$ cat src/design/dci_defs.vh
// Constants for the digital command input front end.
`ifndef DCI_DEFS_VH
`define DCI_DEFS_VH

// Register indexes, kept exactly as the object indexes.
`define DCI_IDX_CFG 16'h2320
`define DCI_IDX_SCALE 16'h2321
`define DCI_IDX_DIN 16'h60fd

// Reset values and the mask of writable configuration bits.
`define DCI_CFG_RST 16'h0000
`define DCI_SCALE_RST 32'h00000000
`define DCI_CFG_MASK 16'hf30f

// Configuration bit positions.
`define DCI_B_SIGNMAG 0
`define DCI_B_PWM_INV 1
`define DCI_B_SIGN_INV 2
`define DCI_B_ALLOW_FULL 3
`define DCI_F_FMT_LO 8
`define DCI_F_FMT_HI 9
`define DCI_B_FALL 12
`define DCI_B_DIR_INV 13
`define DCI_F_SRC_LO 14
`define DCI_F_SRC_HI 15

// Position input formats.
`define DCI_FMT_STEPDIR 2'h0
`define DCI_FMT_UPDOWN 2'h1
`define DCI_FMT_QUAD 2'h2

// Operating modes seen on the mode input.
`define DCI_MODE_CUR 2'h1
`define DCI_MODE_VEL 2'h2
`define DCI_MODE_POS 2'h3

// Divider geometry and default PWM timeout in clock cycles.
`define DCI_DIV_W 48
`define DCI_DIV_STEPS 6'h30
`define DCI_PWM_TMO 65535

`endif

$ cat src/design/dci_div.v
// Sequential restoring divider shared by PWM scaling and position ratio.
module dci_div (
  // Clock, reset and enable.
  input wire clk_in,
  input wire rst_b_in,
  input wire ce_in,
  // Request.
  input wire start_in,
  input wire [47:0] dividend_in,
  input wire [15:0] divisor_in,
  // Result.
  output wire busy_out,
  output reg done_out,
  output wire [47:0] quotient_out,
  output wire [15:0] remainder_out
);
`include "dci_defs.vh"

  reg [47:0] quo_r; // Dividend shifts out, quotient shifts in.
  reg [15:0] rem_r; // Partial remainder.
  reg [15:0] dvs_r; // Latched divisor.
  reg [5:0] cnt_r; // Steps left.
  reg busy_r; // Division running.
  wire [16:0] shf; // Remainder with the next dividend bit.
  wire [16:0] dif; // Trial subtraction.
  wire ge; // Divisor fits into the partial remainder.

  assign shf = {rem_r, quo_r[47]};
  assign dif = shf - {1'b0, dvs_r};
  assign ge = (shf >= {1'b0, dvs_r});
  assign busy_out = busy_r;
  assign quotient_out = quo_r;
  assign remainder_out = rem_r;

  // One quotient bit per cycle; a zero divisor must be refused upstream.
  always @(posedge clk_in or negedge rst_b_in)
  begin
    if (!rst_b_in)
    begin
      quo_r <= 48'h0;
      rem_r <= 16'h0;
      dvs_r <= 16'h0;
      cnt_r <= 6'h0;
      busy_r <= 1'b0;
      done_out <= 1'b0;
    end
    else if (ce_in)
    begin
      done_out <= 1'b0;
      if (start_in && !busy_r)
      begin
        quo_r <= dividend_in;
        rem_r <= 16'h0;
        dvs_r <= divisor_in;
        cnt_r <= `DCI_DIV_STEPS;
        busy_r <= 1'b1;
      end
      else if (busy_r)
      begin
        quo_r <= {quo_r[46:0], ge};
        rem_r <= ge ? dif[15:0] : shf[15:0];
        cnt_r <= cnt_r - 6'h1;
        if (cnt_r == 6'h1)
        begin
          busy_r <= 1'b0;
          done_out <= 1'b1;
        end
      end
    end
  end
endmodule // dci_div

$ cat src/design/dci_front_end.v
// Digital command input front end: PWM and pulse decoding, input status.
`include "dci_defs.vh"

module dci_front_end #(
  parameter [15:0] PWM_TMO = `DCI_PWM_TMO
) (
  // Clock, reset and enable.
  input wire clk_in,
  input wire rst_b_in,
  input wire ce_in,
  // Register port, indexed by object index.
  input wire reg_wr_in,
  input wire reg_rd_in,
  input wire [15:0] reg_idx_in,
  input wire [31:0] reg_wdata_in,
  output reg [31:0] reg_rdata_out,
  output reg reg_ack_out,
  // Drive state from the rest of the drive.
  input wire dig_src_in,
  input wire [1:0] op_mode_in,
  // Command pins from the motion controller.
  input wire pwm_in,
  input wire sign_in,
  input wire [3:0] src_a_in,
  input wire [3:0] src_b_in,
  // Input function and raw pin levels.
  input wire neg_lim_in,
  input wire pos_lim_in,
  input wire home_in,
  input wire drv_en_in,
  input wire [15:0] raw_pins_in,
  // Motion commands.
  output reg [31:0] cmd_out,
  output reg cmd_valid_out,
  output reg [31:0] pos_cmd_out
);

  // States of the divider owner, one-hot.
  localparam [2:0] ST_IDLE = 3'h1;
  localparam [2:0] ST_PWM = 3'h2;
  localparam [2:0] ST_POS = 3'h4;

  reg rst_s1_r; // Reset release, first stage.
  reg rst_n_r; // Released reset used by the whole block.
  reg [29:0] meta_r; // Pin synchroniser, first stage.
  reg [29:0] sync_r; // Pin synchroniser, second stage.
  reg [15:0] cfg_r; // Command input configuration.
  reg [31:0] scale_r; // Command input scaling.
  reg [2:0] st_r; // Divider owner state.
  reg [2:0] st_nxt; // Next divider owner state.
  reg pwm_d_r; // Previous sensed PWM level.
  reg [15:0] hi_cnt_r; // High cycles in this period.
  reg [15:0] per_cnt_r; // Cycles since the last rising edge.
  reg [15:0] hi_cap_r; // Captured high time.
  reg [15:0] per_cap_r; // Captured period.
  reg full_r; // Capture came from a stuck-high input.
  reg tmo_r; // Timeout already reported for this gap.
  reg meas_r; // A capture waits to be scaled.
  reg neg_r; // Sign of the result in flight.
  reg a_d_r; // Previous selected A input.
  reg b_d_r; // Previous selected B input.
  reg [15:0] pend_r; // Signed count of steps not yet applied.
  reg [15:0] pend_nxt; // Next pending count.
  reg [16:0] rem_r; // Signed fractional remainder.
  reg net_up; // One step forward this cycle.
  reg net_dn; // One step backward this cycle.
  reg [47:0] dvd; // Divider dividend.
  reg [15:0] dvs; // Divider divisor.

  wire pwm_s; // Sensed PWM after optional inversion.
  wire sign_s; // Synchronised sign pin.
  wire [3:0] a_s; // Synchronised A inputs.
  wire [3:0] b_s; // Synchronised B inputs.
  wire [3:0] fn_s; // Synchronised limit, home and enable.
  wire [15:0] raw_s; // Synchronised raw pins.
  wire active; // Drive runs from the digital command inputs.
  wire pwm_act; // Current or velocity mode from PWM.
  wire pos_act; // Position mode from pulses.
  wire [1:0] fmt; // Position input format.
  wire [1:0] src; // Position input source.
  wire a_in; // Selected A input.
  wire b_in; // Selected B input.
  wire edge_a; // Counted edge on A.
  wire edge_b; // Counted edge on B.
  wire [15:0] num; // Ratio numerator.
  wire [15:0] den; // Ratio denominator.
  wire [31:0] abs_sc; // Magnitude of the PWM scale.
  wire [16:0] off_d; // Twice high time minus period.
  wire [15:0] pwm_mag; // Duty term before scaling.
  wire pwm_neg; // PWM command sign before the scale sign.
  wire [17:0] pos_t; // Remainder plus or minus one numerator.
  wire [17:0] abs_t; // Magnitude of pos_t.
  wire take_pwm; // Start scaling a capture.
  wire zero_pwm; // Capture resolves to zero without dividing.
  wire take_pos; // Start applying one pending step.
  wire div_done; // Divider finished.
  wire [47:0] quo; // Divider quotient.
  wire [15:0] rmd; // Divider remainder.
  wire [31:0] din_word; // Digital inputs status word.

  // Reset is applied at once and released through two flip-flops.
  always @(posedge clk_in or negedge rst_b_in)
  begin
    if (!rst_b_in)
    begin
      rst_s1_r <= 1'b0;
      rst_n_r <= 1'b0;
    end
    else
    begin
      rst_s1_r <= 1'b1;
      rst_n_r <= rst_s1_r;
    end
  end

  // Every pin is asynchronous to clk_in, so all pass two flip-flops.
  always @(posedge clk_in or negedge rst_n_r)
  begin
    if (!rst_n_r)
    begin
      meta_r <= 30'h0;
      sync_r <= 30'h0;
    end
    else if (ce_in)
    begin
      meta_r <= {raw_pins_in, drv_en_in, home_in, pos_lim_in, neg_lim_in,
                 src_b_in, src_a_in, sign_in, pwm_in};
      sync_r <= meta_r;
    end
  end

  assign pwm_s = sync_r[0] ^ cfg_r[`DCI_B_PWM_INV];
  assign sign_s = sync_r[1];
  assign a_s = sync_r[5:2];
  assign b_s = sync_r[9:6];
  assign fn_s = sync_r[13:10];
  assign raw_s = sync_r[29:14];

  // Configuration is honoured only in modes fed by these inputs.
  assign active = dig_src_in && (op_mode_in != 2'h0);
  assign pwm_act = active && ((op_mode_in == `DCI_MODE_CUR) ||
                              (op_mode_in == `DCI_MODE_VEL));
  assign pos_act = active && (op_mode_in == `DCI_MODE_POS);
  assign fmt = cfg_r[`DCI_F_FMT_HI:`DCI_F_FMT_LO];
  assign src = cfg_r[`DCI_F_SRC_HI:`DCI_F_SRC_LO];
  assign num = scale_r[15:0];
  assign den = scale_r[31:16];

  // Status word: functions low, raw pins high, reserved bits zero.
  assign din_word = {raw_s, 12'h000, fn_s};

  // Register access; the reply and acknowledge follow one cycle later.
  always @(posedge clk_in or negedge rst_n_r)
  begin
    if (!rst_n_r)
    begin
      cfg_r <= `DCI_CFG_RST;
      scale_r <= `DCI_SCALE_RST;
      reg_rdata_out <= 32'h0;
      reg_ack_out <= 1'b0;
    end
    else if (ce_in)
    begin
      reg_ack_out <= reg_wr_in | reg_rd_in;
      if (reg_wr_in && (reg_idx_in == `DCI_IDX_CFG))
      begin
        cfg_r <= reg_wdata_in[15:0] & `DCI_CFG_MASK;
      end
      if (reg_wr_in && (reg_idx_in == `DCI_IDX_SCALE))
      begin
        scale_r <= reg_wdata_in;
      end
      if (reg_rd_in)
      begin
        case (reg_idx_in)
          `DCI_IDX_CFG: reg_rdata_out <= {16'h0000, cfg_r};
          `DCI_IDX_SCALE: reg_rdata_out <= scale_r;
          `DCI_IDX_DIN: reg_rdata_out <= din_word;
          default: reg_rdata_out <= 32'h0;
        endcase
      end
    end
  end

  // PWM timing. A gap of PWM_TMO cycles without a rising edge means the
  // input is stuck; a stuck-high input is the 100% duty case.
  always @(posedge clk_in or negedge rst_n_r)
  begin
    if (!rst_n_r)
    begin
      pwm_d_r <= 1'b0;
      hi_cnt_r <= 16'h0;
      per_cnt_r <= 16'h0;
      hi_cap_r <= 16'h0;
      per_cap_r <= 16'h0;
      full_r <= 1'b0;
      tmo_r <= 1'b0;
      meas_r <= 1'b0;
    end
    else if (ce_in)
    begin
      pwm_d_r <= pwm_s;
      if (take_pwm || zero_pwm || !pwm_act)
      begin
        meas_r <= 1'b0;
      end
      if (pwm_s && !pwm_d_r)
      begin
        hi_cap_r <= hi_cnt_r;
        per_cap_r <= per_cnt_r;
        // An edge after a gap that stayed high throughout is still full
        // duty, so a stuck-high input cannot slip through as a command.
        full_r <= (hi_cnt_r == per_cnt_r);
        tmo_r <= 1'b0;
        meas_r <= pwm_act;
        hi_cnt_r <= 16'h1;
        per_cnt_r <= 16'h1;
      end
      else
      begin
        if (per_cnt_r != PWM_TMO)
        begin
          per_cnt_r <= per_cnt_r + 16'h1;
        end
        if (pwm_s && (hi_cnt_r != PWM_TMO))
        begin
          hi_cnt_r <= hi_cnt_r + 16'h1;
        end
        if ((per_cnt_r == PWM_TMO) && !tmo_r)
        begin
          hi_cap_r <= pwm_s ? PWM_TMO : 16'h0;
          per_cap_r <= PWM_TMO;
          full_r <= pwm_s;
          tmo_r <= 1'b1;
          meas_r <= pwm_act;
        end
      end
    end
  end

  // Duty term: signed/magnitude uses the high time and the sign pin,
  // offset mode uses twice the distance of the high time from half a period.
  assign off_d = {hi_cap_r, 1'b0} - {1'b0, per_cap_r};
  assign pwm_mag = cfg_r[`DCI_B_SIGNMAG] ? hi_cap_r :
                   (off_d[16] ? 16'h0 - off_d[15:0] : off_d[15:0]);
  assign pwm_neg = cfg_r[`DCI_B_SIGNMAG] ?
                   (sign_s ^ cfg_r[`DCI_B_SIGN_INV]) : off_d[16];
  assign abs_sc = scale_r[31] ? 32'h0 - scale_r : scale_r;

  // A stuck-high input gives zero unless full duty is allowed.
  assign zero_pwm = (st_r == ST_IDLE) && meas_r && pwm_act &&
                    ((full_r && !cfg_r[`DCI_B_ALLOW_FULL]) ||
                     (per_cap_r == 16'h0));
  assign take_pwm = (st_r == ST_IDLE) && meas_r && pwm_act && !zero_pwm;

  // Pulse source and edge selection.
  assign a_in = a_s[src];
  assign b_in = b_s[src];
  assign edge_a = cfg_r[`DCI_B_FALL] ? (a_d_r && !a_in) :
                  (a_in && !a_d_r);
  assign edge_b = cfg_r[`DCI_B_FALL] ? (b_d_r && !b_in) :
                  (b_in && !b_d_r);

  // Decode one forward or backward count per cycle from the format.
  always @*
  begin
    net_up = 1'b0;
    net_dn = 1'b0;
    case (fmt)
      `DCI_FMT_STEPDIR:
      begin
        // Direction level is taken as it stands at the step edge.
        net_up = edge_a && !b_in;
        net_dn = edge_a && b_in;
      end
      `DCI_FMT_UPDOWN:
      begin
        net_up = edge_a && !edge_b;
        net_dn = edge_b && !edge_a;
      end
      `DCI_FMT_QUAD:
      begin
        // Every single transition counts; a double jump is dropped.
        if ((a_in ^ a_d_r) ^ (b_in ^ b_d_r))
        begin
          net_up = a_in ^ b_d_r;
          net_dn = !(a_in ^ b_d_r);
        end
      end
      default:
      begin
        net_up = 1'b0;
        net_dn = 1'b0;
      end
    endcase
    if (!pos_act)
    begin
      net_up = 1'b0;
      net_dn = 1'b0;
    end
    else if (cfg_r[`DCI_B_DIR_INV])
    begin
      // Both sides are read before either is written, so this swaps.
      {net_up, net_dn} = {net_dn, net_up};
    end
  end

  // One pending step at a time goes through the divider with the
  // carried remainder, so fractions are never lost.
  assign take_pos = (st_r == ST_IDLE) && pos_act && (pend_r != 16'h0) &&
                    (den != 16'h0);
  assign pos_t = pend_r[15] ? {rem_r[16], rem_r} - {2'h0, num} :
                 {rem_r[16], rem_r} + {2'h0, num};
  assign abs_t = pos_t[17] ? 18'h0 - pos_t : pos_t;

  // Pending count absorbs bursts faster than one step per division.
  always @*
  begin
    pend_nxt = pend_r;
    if (net_up)
    begin
      pend_nxt = pend_nxt + 16'h1;
    end
    if (net_dn)
    begin
      pend_nxt = pend_nxt - 16'h1;
    end
    if (take_pos)
    begin
      pend_nxt = pend_r[15] ? pend_nxt + 16'h1 : pend_nxt - 16'h1;
    end
    if (!pos_act)
    begin
      pend_nxt = 16'h0;
    end
  end

  // Divider request mux and owner state.
  always @*
  begin
    dvd = 48'h0;
    dvs = 16'h0;
    st_nxt = st_r;
    case (st_r)
      ST_IDLE:
      begin
        if (take_pwm)
        begin
          dvd = {16'h0000, abs_sc} * {32'h0, pwm_mag};
          dvs = per_cap_r;
          st_nxt = ST_PWM;
        end
        else if (take_pos)
        begin
          dvd = {30'h0, abs_t};
          dvs = den;
          st_nxt = ST_POS;
        end
      end
      ST_PWM: st_nxt = div_done ? ST_IDLE : ST_PWM;
      ST_POS: st_nxt = div_done ? ST_IDLE : ST_POS;
      default: st_nxt = ST_IDLE;
    endcase
  end

  dci_div u_div (
    .clk_in(clk_in),
    .rst_b_in(rst_n_r),
    .ce_in(ce_in),
    .start_in(take_pwm || take_pos),
    .dividend_in(dvd),
    .divisor_in(dvs),
    .busy_out(),
    .done_out(div_done),
    .quotient_out(quo),
    .remainder_out(rmd)
  );

  // Command registers and edge history.
  always @(posedge clk_in or negedge rst_n_r)
  begin
    if (!rst_n_r)
    begin
      st_r <= ST_IDLE;
      neg_r <= 1'b0;
      a_d_r <= 1'b0;
      b_d_r <= 1'b0;
      pend_r <= 16'h0;
      rem_r <= 17'h0;
      cmd_out <= 32'h0;
      cmd_valid_out <= 1'b0;
      pos_cmd_out <= 32'h0;
    end
    else if (ce_in)
    begin
      st_r <= st_nxt;
      a_d_r <= a_in;
      b_d_r <= b_in;
      pend_r <= pend_nxt;
      cmd_valid_out <= zero_pwm || ((st_r == ST_PWM) && div_done);
      if (take_pwm)
      begin
        neg_r <= pwm_neg ^ scale_r[31];
      end
      if (take_pos)
      begin
        neg_r <= pos_t[17];
      end
      if (!pwm_act || zero_pwm)
      begin
        cmd_out <= 32'h0;
      end
      else if ((st_r == ST_PWM) && div_done)
      begin
        cmd_out <= neg_r ? 32'h0 - quo[31:0] : quo[31:0];
      end
      if ((st_r == ST_POS) && div_done && pos_act)
      begin
        pos_cmd_out <= neg_r ? pos_cmd_out - {14'h0, quo[17:0]} :
                       pos_cmd_out + {14'h0, quo[17:0]};
        rem_r <= neg_r ? 17'h0 - {1'b0, rmd} : {1'b0, rmd};
      end
    end
  end
endmodule // dci_front_end

$ cat config.mk
export PLATFORM = sky130hd
export DESIGN_NAME = dci_front_end
export DESIGN_NICKNAME = d
export VERILOG_FILES = /design/src/design/dci_div.v /design/src/design/dci_front_end.v
export VERILOG_INCLUDE_DIRS = /design/src /design/src/design
export SDC_FILE = /design/constraint.sdc
export NUM_CORES = 2
export LEC_CHECK = 0
export BUFFER_PORTS_ARGS = -buffer_cell sky130_fd_sc_hd__buf_2
export CELL_PAD_IN_SITES_DETAIL_PLACEMENT = 1
export CELL_PAD_IN_SITES_GLOBAL_PLACEMENT = 2
export CORE_AREA = 10 10 426 262
export DETAILED_ROUTE_END_ITERATION = 8
export DIE_AREA = 0 0 436 272
export GPL_ROUTABILITY_DRIVEN = 0
export PLACE_DENSITY = 0.81
export SYNTH_ARGS = -nofsm -noshare
export SYNTH_HDL_FRONTEND = slang
export SYNTH_SLANG_ARGS = --single-unit
export TNS_END_PERCENT = 50
$ cat constraint.sdc
create_clock -name clk_in -period 13 [get_ports clk_in]
set_input_delay 1.3 -clock clk_in [delete_from_list [all_inputs] [get_ports clk_in]]
set_output_delay 1.3 -clock clk_in [all_outputs]
set_load 0.05 [all_outputs]
# [Yosys cells after proc, flatten, opt, wreduce, memory -nomap -nowiden]
# Index checks and enable logic that the tools add are counted.
# W data, S select, Z words.
[totals] ff_bits=397 out_inout_bits=98 elab_cells=223
[classes] add_sub_neg=18 multipliers=1 magnitude_cmp=2 eq_ne=17 mux=73 bitwise_logic=8 reduce_logical=73
[op_table] cell="$mux W16" n=22
[op_table] cell="$mux W48" n=4
[op_table] cell="$mux W32" n=5
[op_table] cell="$pmux W32 S3" n=1
[op_table] cell="$add A16 B1 Y16 const B" n=4
[op_table] cell="$sub A1 B32 Y32 const A" n=2
[op_table] cell="$mux W18" n=3
[op_table] cell="$mul A32 B16 Y48" n=1
[op_table] cell="$add A32 B18 Y32" n=1
[op_table] cell="$eq A16 B14 Y1 const B" n=2
[op_table] cell="$ne A16 B16 Y1 const B" n=2
[op_table] cell="$reduce_bool A16 Y1" n=2
[op_table] cell="$sub A16 B1 Y16 const B" n=2
[op_table] cell="$sub A32 B18 Y32" n=1
[op_table] cell="$logic_and A1 B1 Y1" n=28
[op_table] cell="$mux W1" n=26
[op_table] cell="$reduce_and A2 Y1" n=13
[op_table] cell="$add A17 B17 Y18" n=1
[op_table] cell="$sub A1 B18 Y18 const A" n=1
[op_table] cell="$sub A17 B17 Y18" n=1
[op_table] cell="$ge A17 B16 Y1" n=1
[op_table] cell="$mux W17" n=1
[op_table] cell="$sub A1 B16 Y17 const A" n=1
[op_table] cell="$sub A17 B16 Y17" n=1
[op_table] cell="other kinds (28)" n=66

# [Depth between registers and ports, before layout]
[depth] depth_word=17 depth_mapped=40 ltp_nobuf=39

# [Modules after synthesis]
# Synthesis repeated with hierarchy kept, for this count alone.
[hier_totals] hier_cells=4720 area_unflattened_um2=41543.6
[by_module_without_submodules] mod="dci_front_end" instances=1 cells_each=4243 area_each_um2=36810.3 seq_area_each_um2=7733.7
[by_module_without_submodules] mod="dci_div" instances=1 cells_each=477 area_each_um2=4733.3 seq_area_each_um2=2202.1

# [Least setup slack after synthesis]
# OpenSTA, ideal clock, no wires.
[synth_path] path_kind="register -> register" from="register per_cap_r[0]" to="register u_div.quo_r[47], in the netlist u_div.quotient_out[47]" setup_time_ns=0.131 t_arrival_ns=9.812 required_ns=12.869 slack_ns=3.057 path_stages_with_launch=39 period_less_slack_ns=9.943 path_cell_list="dfrtp_1 inv_1 fa_1 a21o_1 a21oi_1 o21bai_1 a21oi_1 o21bai_1 a221o_1 a2111o_1 nand4_1 nand3_1 clkbuf_1 or3_1 a31oi_1 clkbuf_1 nand2_1 fa_1 (+3 left out) fa_1 inv_1 fa_1 fa_1 inv_1 fa_1 inv_1 ha_1 o21a_1 a21oi_1 a31oi_1 a221o_1 a31o_2 a21o_1 a221o_1 a21oi_1 nor4_1 or3_1"
[synth_via] elab_chain_len=9 elab_cells_between_ends=17
[synth_rtl] element="start, declared" line="dci_front_end.v:55" rtl="reg [15:0] per_cap_r;"
[synth_rtl] element="start signal, assigned" line="dci_front_end.v:210" rtl="per_cap_r <= per_cnt_r;"
[synth_rtl] element="parallel branches: the longest is 9 deep, another holds $mul A32 B16 Y48"
[synth_rtl] element="end signal, assigned" line="dci_div.v:52" rtl="quo_r <= dividend_in;"
[synth_rtl] element="end signal, assigned" line="dci_div.v:60" rtl="quo_r <= {quo_r[46:0], ge};"
[synth_rtl] element="end, declared" line="dci_div.v:19" rtl="reg [47:0] quo_r;"
# Parallel ways; which one is timed is not known.
# A chain may end at the register's enable or synchronous reset.

# [Worst setup path after layout]
# Ends and elaborated chain as after synthesis.

==> results list <==
- Run status: complete, no violations
- Fraction of the yosys area taken by sequential cells: 24.1%
- The biggest area contributor in the post-synthesis netlist is sky130_fd_sc_hd__dfrtp_1.
* Clock Latency Late Sink: 0.66 ns
- Number of buffers added for setup after CTS: 0
- 184 I/O pins were placed.
- Number of violations reported at the end of detailed-routing iteration 0: 2,830
* Yosys reg bits: 397
- In the final design database the tool counted 5,509 nets.
- The tightest min-delay check is of the flop to async pin type.
* Count of antenna-violating nets left after detailed routing: 0
* Setup TNS: 0 ns
* Wire length of the first global-routing pass: 218,000 um
* Die extent in y: 272 um
- After clock tree synthesis, the clock-pin slew on the worst setup and hold paths is 0.07 ns.
- Timing startpoint of the critical path: per_cap_r[0]$_DFFE_PN0P_
* Depth of the worst register-to-register path: 33
- Power Density: 117 nW/um2
* Antenna violations before repair: 5
- At the worst endpoint, the required time is 13.49 ns.
* Maximum ir drop on the vdd rail: 0.000141 V
- Highest attainable clock frequency: 83.8 MHz
- Yosys printed 0 warnings.
- In this run the biggest area consumer among cell types represents 24.0% of the synthesized area.
- The number of failing hold endpoints at the final stage was 0.
- Hold_buf cts: 0
- The total overflow left after global routing is 0.
- Count of cell types in the netlist: 87
* Proportion of synthesized flip-flops having asynchronous set or reset: 100%
- During placement, the flow inserted port buffers numbering 183.
- Synthesis handed over a netlist of 4,688 instances.
- Slew headroom: 9.30%
- In this run the most used layer during global routing was met1.
* Switching power as a share of total power: 44.1%
- CTS built an H-tree with a depth of 2.
- For met2 alone, demand over resource in global routing was 32.8%.
- Top area cells in the synthesized netlist: sky130_fd_sc_hd__dfrtp_1 (24%), sky130_fd_sc_hd__fa_1 (21%), sky130_fd_sc_hd__ha_1 (7.0%), sky130_fd_sc_hd__nand2_1 (5.9%), sky130_fd_sc_hd__inv_1 (5.7%)
- Unrepaired setup endpoints after global routing: no
- Data arrives at the worst endpoint at 12.42 ns.
- Via count of the first global-routing pass: 35,100
* # DRC: 0
* Most frequent CP cell: sky130_fd_sc_hd__fa_1
- Stage delay of the slowest cell on the critical path: 0.84 ns
* Synthesized area: 41,300 um2
- The analysis attributes to cell leakage a power of 22.0 nW.
* Met3 Use GR: 5.19%
- Register-to-Register Setup Slack: 1.07 ns
- The die covers 119,000 um2.
- Across all layers, the routed design uses 34,100 vias.
* Maximum number of pins on one net before global-route repair: 178
- The layout has 12,200 filler cells.
- For this configuration, the core starts out at a cell density of 39.7%.
* Crit Path Category: flop to flop
- The tree is rooted in a sky130_fd_sc_hd__clkbuf_16.
- The total count of max-transition violations in the final report came to 0.
* Max clock buf depth: 3
- Slew at the pin closest to its max-slew limit: 1.35 ns
- Clock tree from TritonCTS: yes
* Standard-cell rows: 92
- Core area: 104,000 um2
- Clock tree synthesis inserted a total of 44 buffers.
- In this run the horizontal extent of the chip is 436 um.
- Number of enable-type register cells in the synthesized netlist: 0
* Maximum fanout count along the critical path: 16
- Resized Gates After CTS: 0
* Synth-to-layout area growth: 9.89%
- The worst path uses 91.8% of the clock period.
- Counting every sink on the clock net gives 397.
* Mean instance size in the synthesized netlist: 8.81 um2
- Setup slack closes at 1.07 ns.
- R2r startpoint: per_cap_r[0]$_DFFE_PN0P_
- Detailed-router iteration count before antenna repair: 5
- Clock skew on the completed layout was measured at 0.0615 ns.
- Layout cell share with drive strength beyond 1: 10.8%
- The worst setup path is launched from a flop.
* P_sw: 2.34 mW
- Following the worst setup path forward leads to its endpoint at u_div.quotient_out[47]$_DFFE_PN0P_.
* Final setup violating endpoints: 0
* Portion of total power attributed to the clock network: 25.5%
- Across every metal layer, demand over resource in global routing totals 23.2%.
- The final layout contains routed wiring with a total length of 141,000 um.
- GR Util met1: 36.1%
* Worst slack at placement: 1.22 ns
* Cell with the biggest individual delay on the critical path: sky130_fd_sc_hd__nand3_1
* Seq pwr share: 30.3%
- Combinational group share of total power: 44.2%
- Crit end category: flop
- Max-cap violations in this run came to 0.
* Wire per inst: 22.7 um
* Net count after synthesis: 5,428
- Post-detailed-route via-to-cell ratio: 5.48
* Finished Core Util: 43.6%
- The endpoint identified for the worst register-to-register timing path is u_div.quotient_out[47]$_DFFE_PN0P_.
- Final critical path time including I/O delays and setup: 11.93 ns
- Summed over all nets, the half-perimeter wirelength after detailed placement is 110,000 um.
* Most frequently used flop master after synthesis: sky130_fd_sc_hd__dfrtp_1
* Internal power component: 2.97 mW
flip-flops by register name, indices dropped and copies added (netlist names), 6 cells and up:
signal               count
pend_r                  16
rem_r                   17
u_div.remainder_out     16
u_div.cnt_r              6
hi_cap_r                16
meta_r                  30
per_cap_r               16
per_cnt_r               16
pos_cmd_out             32
cfg_r                   10
u_div.quotient_out      48
cmd_out                 32
reg_rdata_out           32
u_div.dvs_r             16
hi_cnt_r                16
sync_r                  30
scale_r                 32
layout by cell type (no fill, tap or decap), types with 145 or more instances in the layout:
master,synthesis,layout
sky130_fd_sc_hd__a21oi_1,146,145
sky130_fd_sc_hd__xnor2_1,180,179
sky130_fd_sc_hd__o21ai_0,280,279
sky130_fd_sc_hd__fa_1,423,423
sky130_fd_sc_hd__nand2_1,645,644
sky130_fd_sc_hd__buf_2,1,182
sky130_fd_sc_hd__ha_1,231,231
sky130_fd_sc_hd__inv_1,622,622
sky130_fd_sc_hd__nor2_1,262,255
sky130_fd_sc_hd__dfrtp_1,396,394
worst min-delay path by stage:
| stage | startpoint | to | slack [ns] | cells past startpoint |
|---|---|---|---|---|
| global placement | rst_s1_r$_DFF_PN0_ | rst_n_r$_DFF_PN0_ | 0.34 | 0 |
| detailed placement | rst_s1_r$_DFF_PN0_ | rst_n_r$_DFF_PN0_ | 0.34 | 0 |
| finish | rst_n_r$_DFF_PN0_ | u_div.cnt_r[2]$_DFFE_PN0P_ | 0.34 | 0 |
| CTS | rst_s1_r$_DFF_PN0_ | rst_n_r$_DFF_PN0_ | 0.35 | 0 |
| floorplan | rst_s1_r$_DFF_PN0_ | rst_n_r$_DFF_PN0_ | 0.33 | 0 |
| global route | rst_s1_r$_DFF_PN0_ | rst_n_r$_DFF_PN0_ | 0.36 | 0 |
logic make-up (layout without fill, tap and decap cells):
kind of cell | after synthesis | after routing | synth area share [%]
xor gates and xnor gates | 309 | 309 | 6.55
buffers and inverters | 855 | 969 | 7.91
muxes | 171 | 171 | 4.59
adders and majority gates | 654 | 654 | 27.5
AOI/OAI and AO/OA | 780 | 780 | 12.0
and+or+nand+nor | 1521 | 1521 | 17.4
other | 1 | 2 | 0.00908
DFF | 397 | 397 | 24.1
Yosys cell counts, drive strengths merged (127+ instances only):
library cell and instances:
o21ai 282, xor2 129, ha 231, mux2 127, xnor2 180, nor2 262, nand2 645, a21oi 146
inv 622, fa 423, clkbuf 209, dfrtp 396
power by group through the flow:
stage / registers (mW) / logic, mW / clock network [mW]
final: 1.61 / 2.35 / 1.36
after global routing: 1.63 / 2.58 / 1.45
after floorplan: 1.56 / 1.61 / 0
after detailed placement: 1.62 / 2.31 / 0
after global placement: 1.61 / 2.26 / 0
after CTS: 1.60 / 2.33 / 1.39
worst max-delay path, delay by kind of cell (launching register included):
family | cells | cell delay [ns]
adders and majority gates | 8 | 3.97
buffers and inverters | 3 | 0.26
AOI/OAI and AO/OA | 15 | 4.56
DFF | 1 | 0.51
and+or+nand+nor | 7 | 2.43
layer usage:
layer	share of wire (%)	vias up
met4	1.7	2
met2	40	971
met3	7.6	137
li1	-	15600
met5	0.0085	-
met1	50	17400
per-stage QoR:
stage	hold WS, ns	area (um2)	total power, mW	std cells
global route	0.356	45400	5.65	6213
floorplan	0.331	41300	3.17	4688
detailed placement	0.336	43900	3.93	6133
CTS	0.351	45400	5.32	6212
global placement	0.336	43900	3.88	6133
finish	0.343	45400	5.32	6213
area by class of cell:
cell class | count | area (um2) | area share [%]
Inverter | 624 | 2340 | 5.16
Clock buffer | 59 | 1230 | 2.70
Timing Repair Buffer | 266 | 1550 | 3.42
Tap cell | 1410 | 1760 | 3.89
Clock inverter | 20 | 295 | 0.651
Multi-Input combinational cell | 3436 | 28300 | 62.3
Sequential cell | 397 | 9940 | 21.9
Antenna cell | 1 | 2.50 | 0.00551
Power figures use the tool's default switching activity.
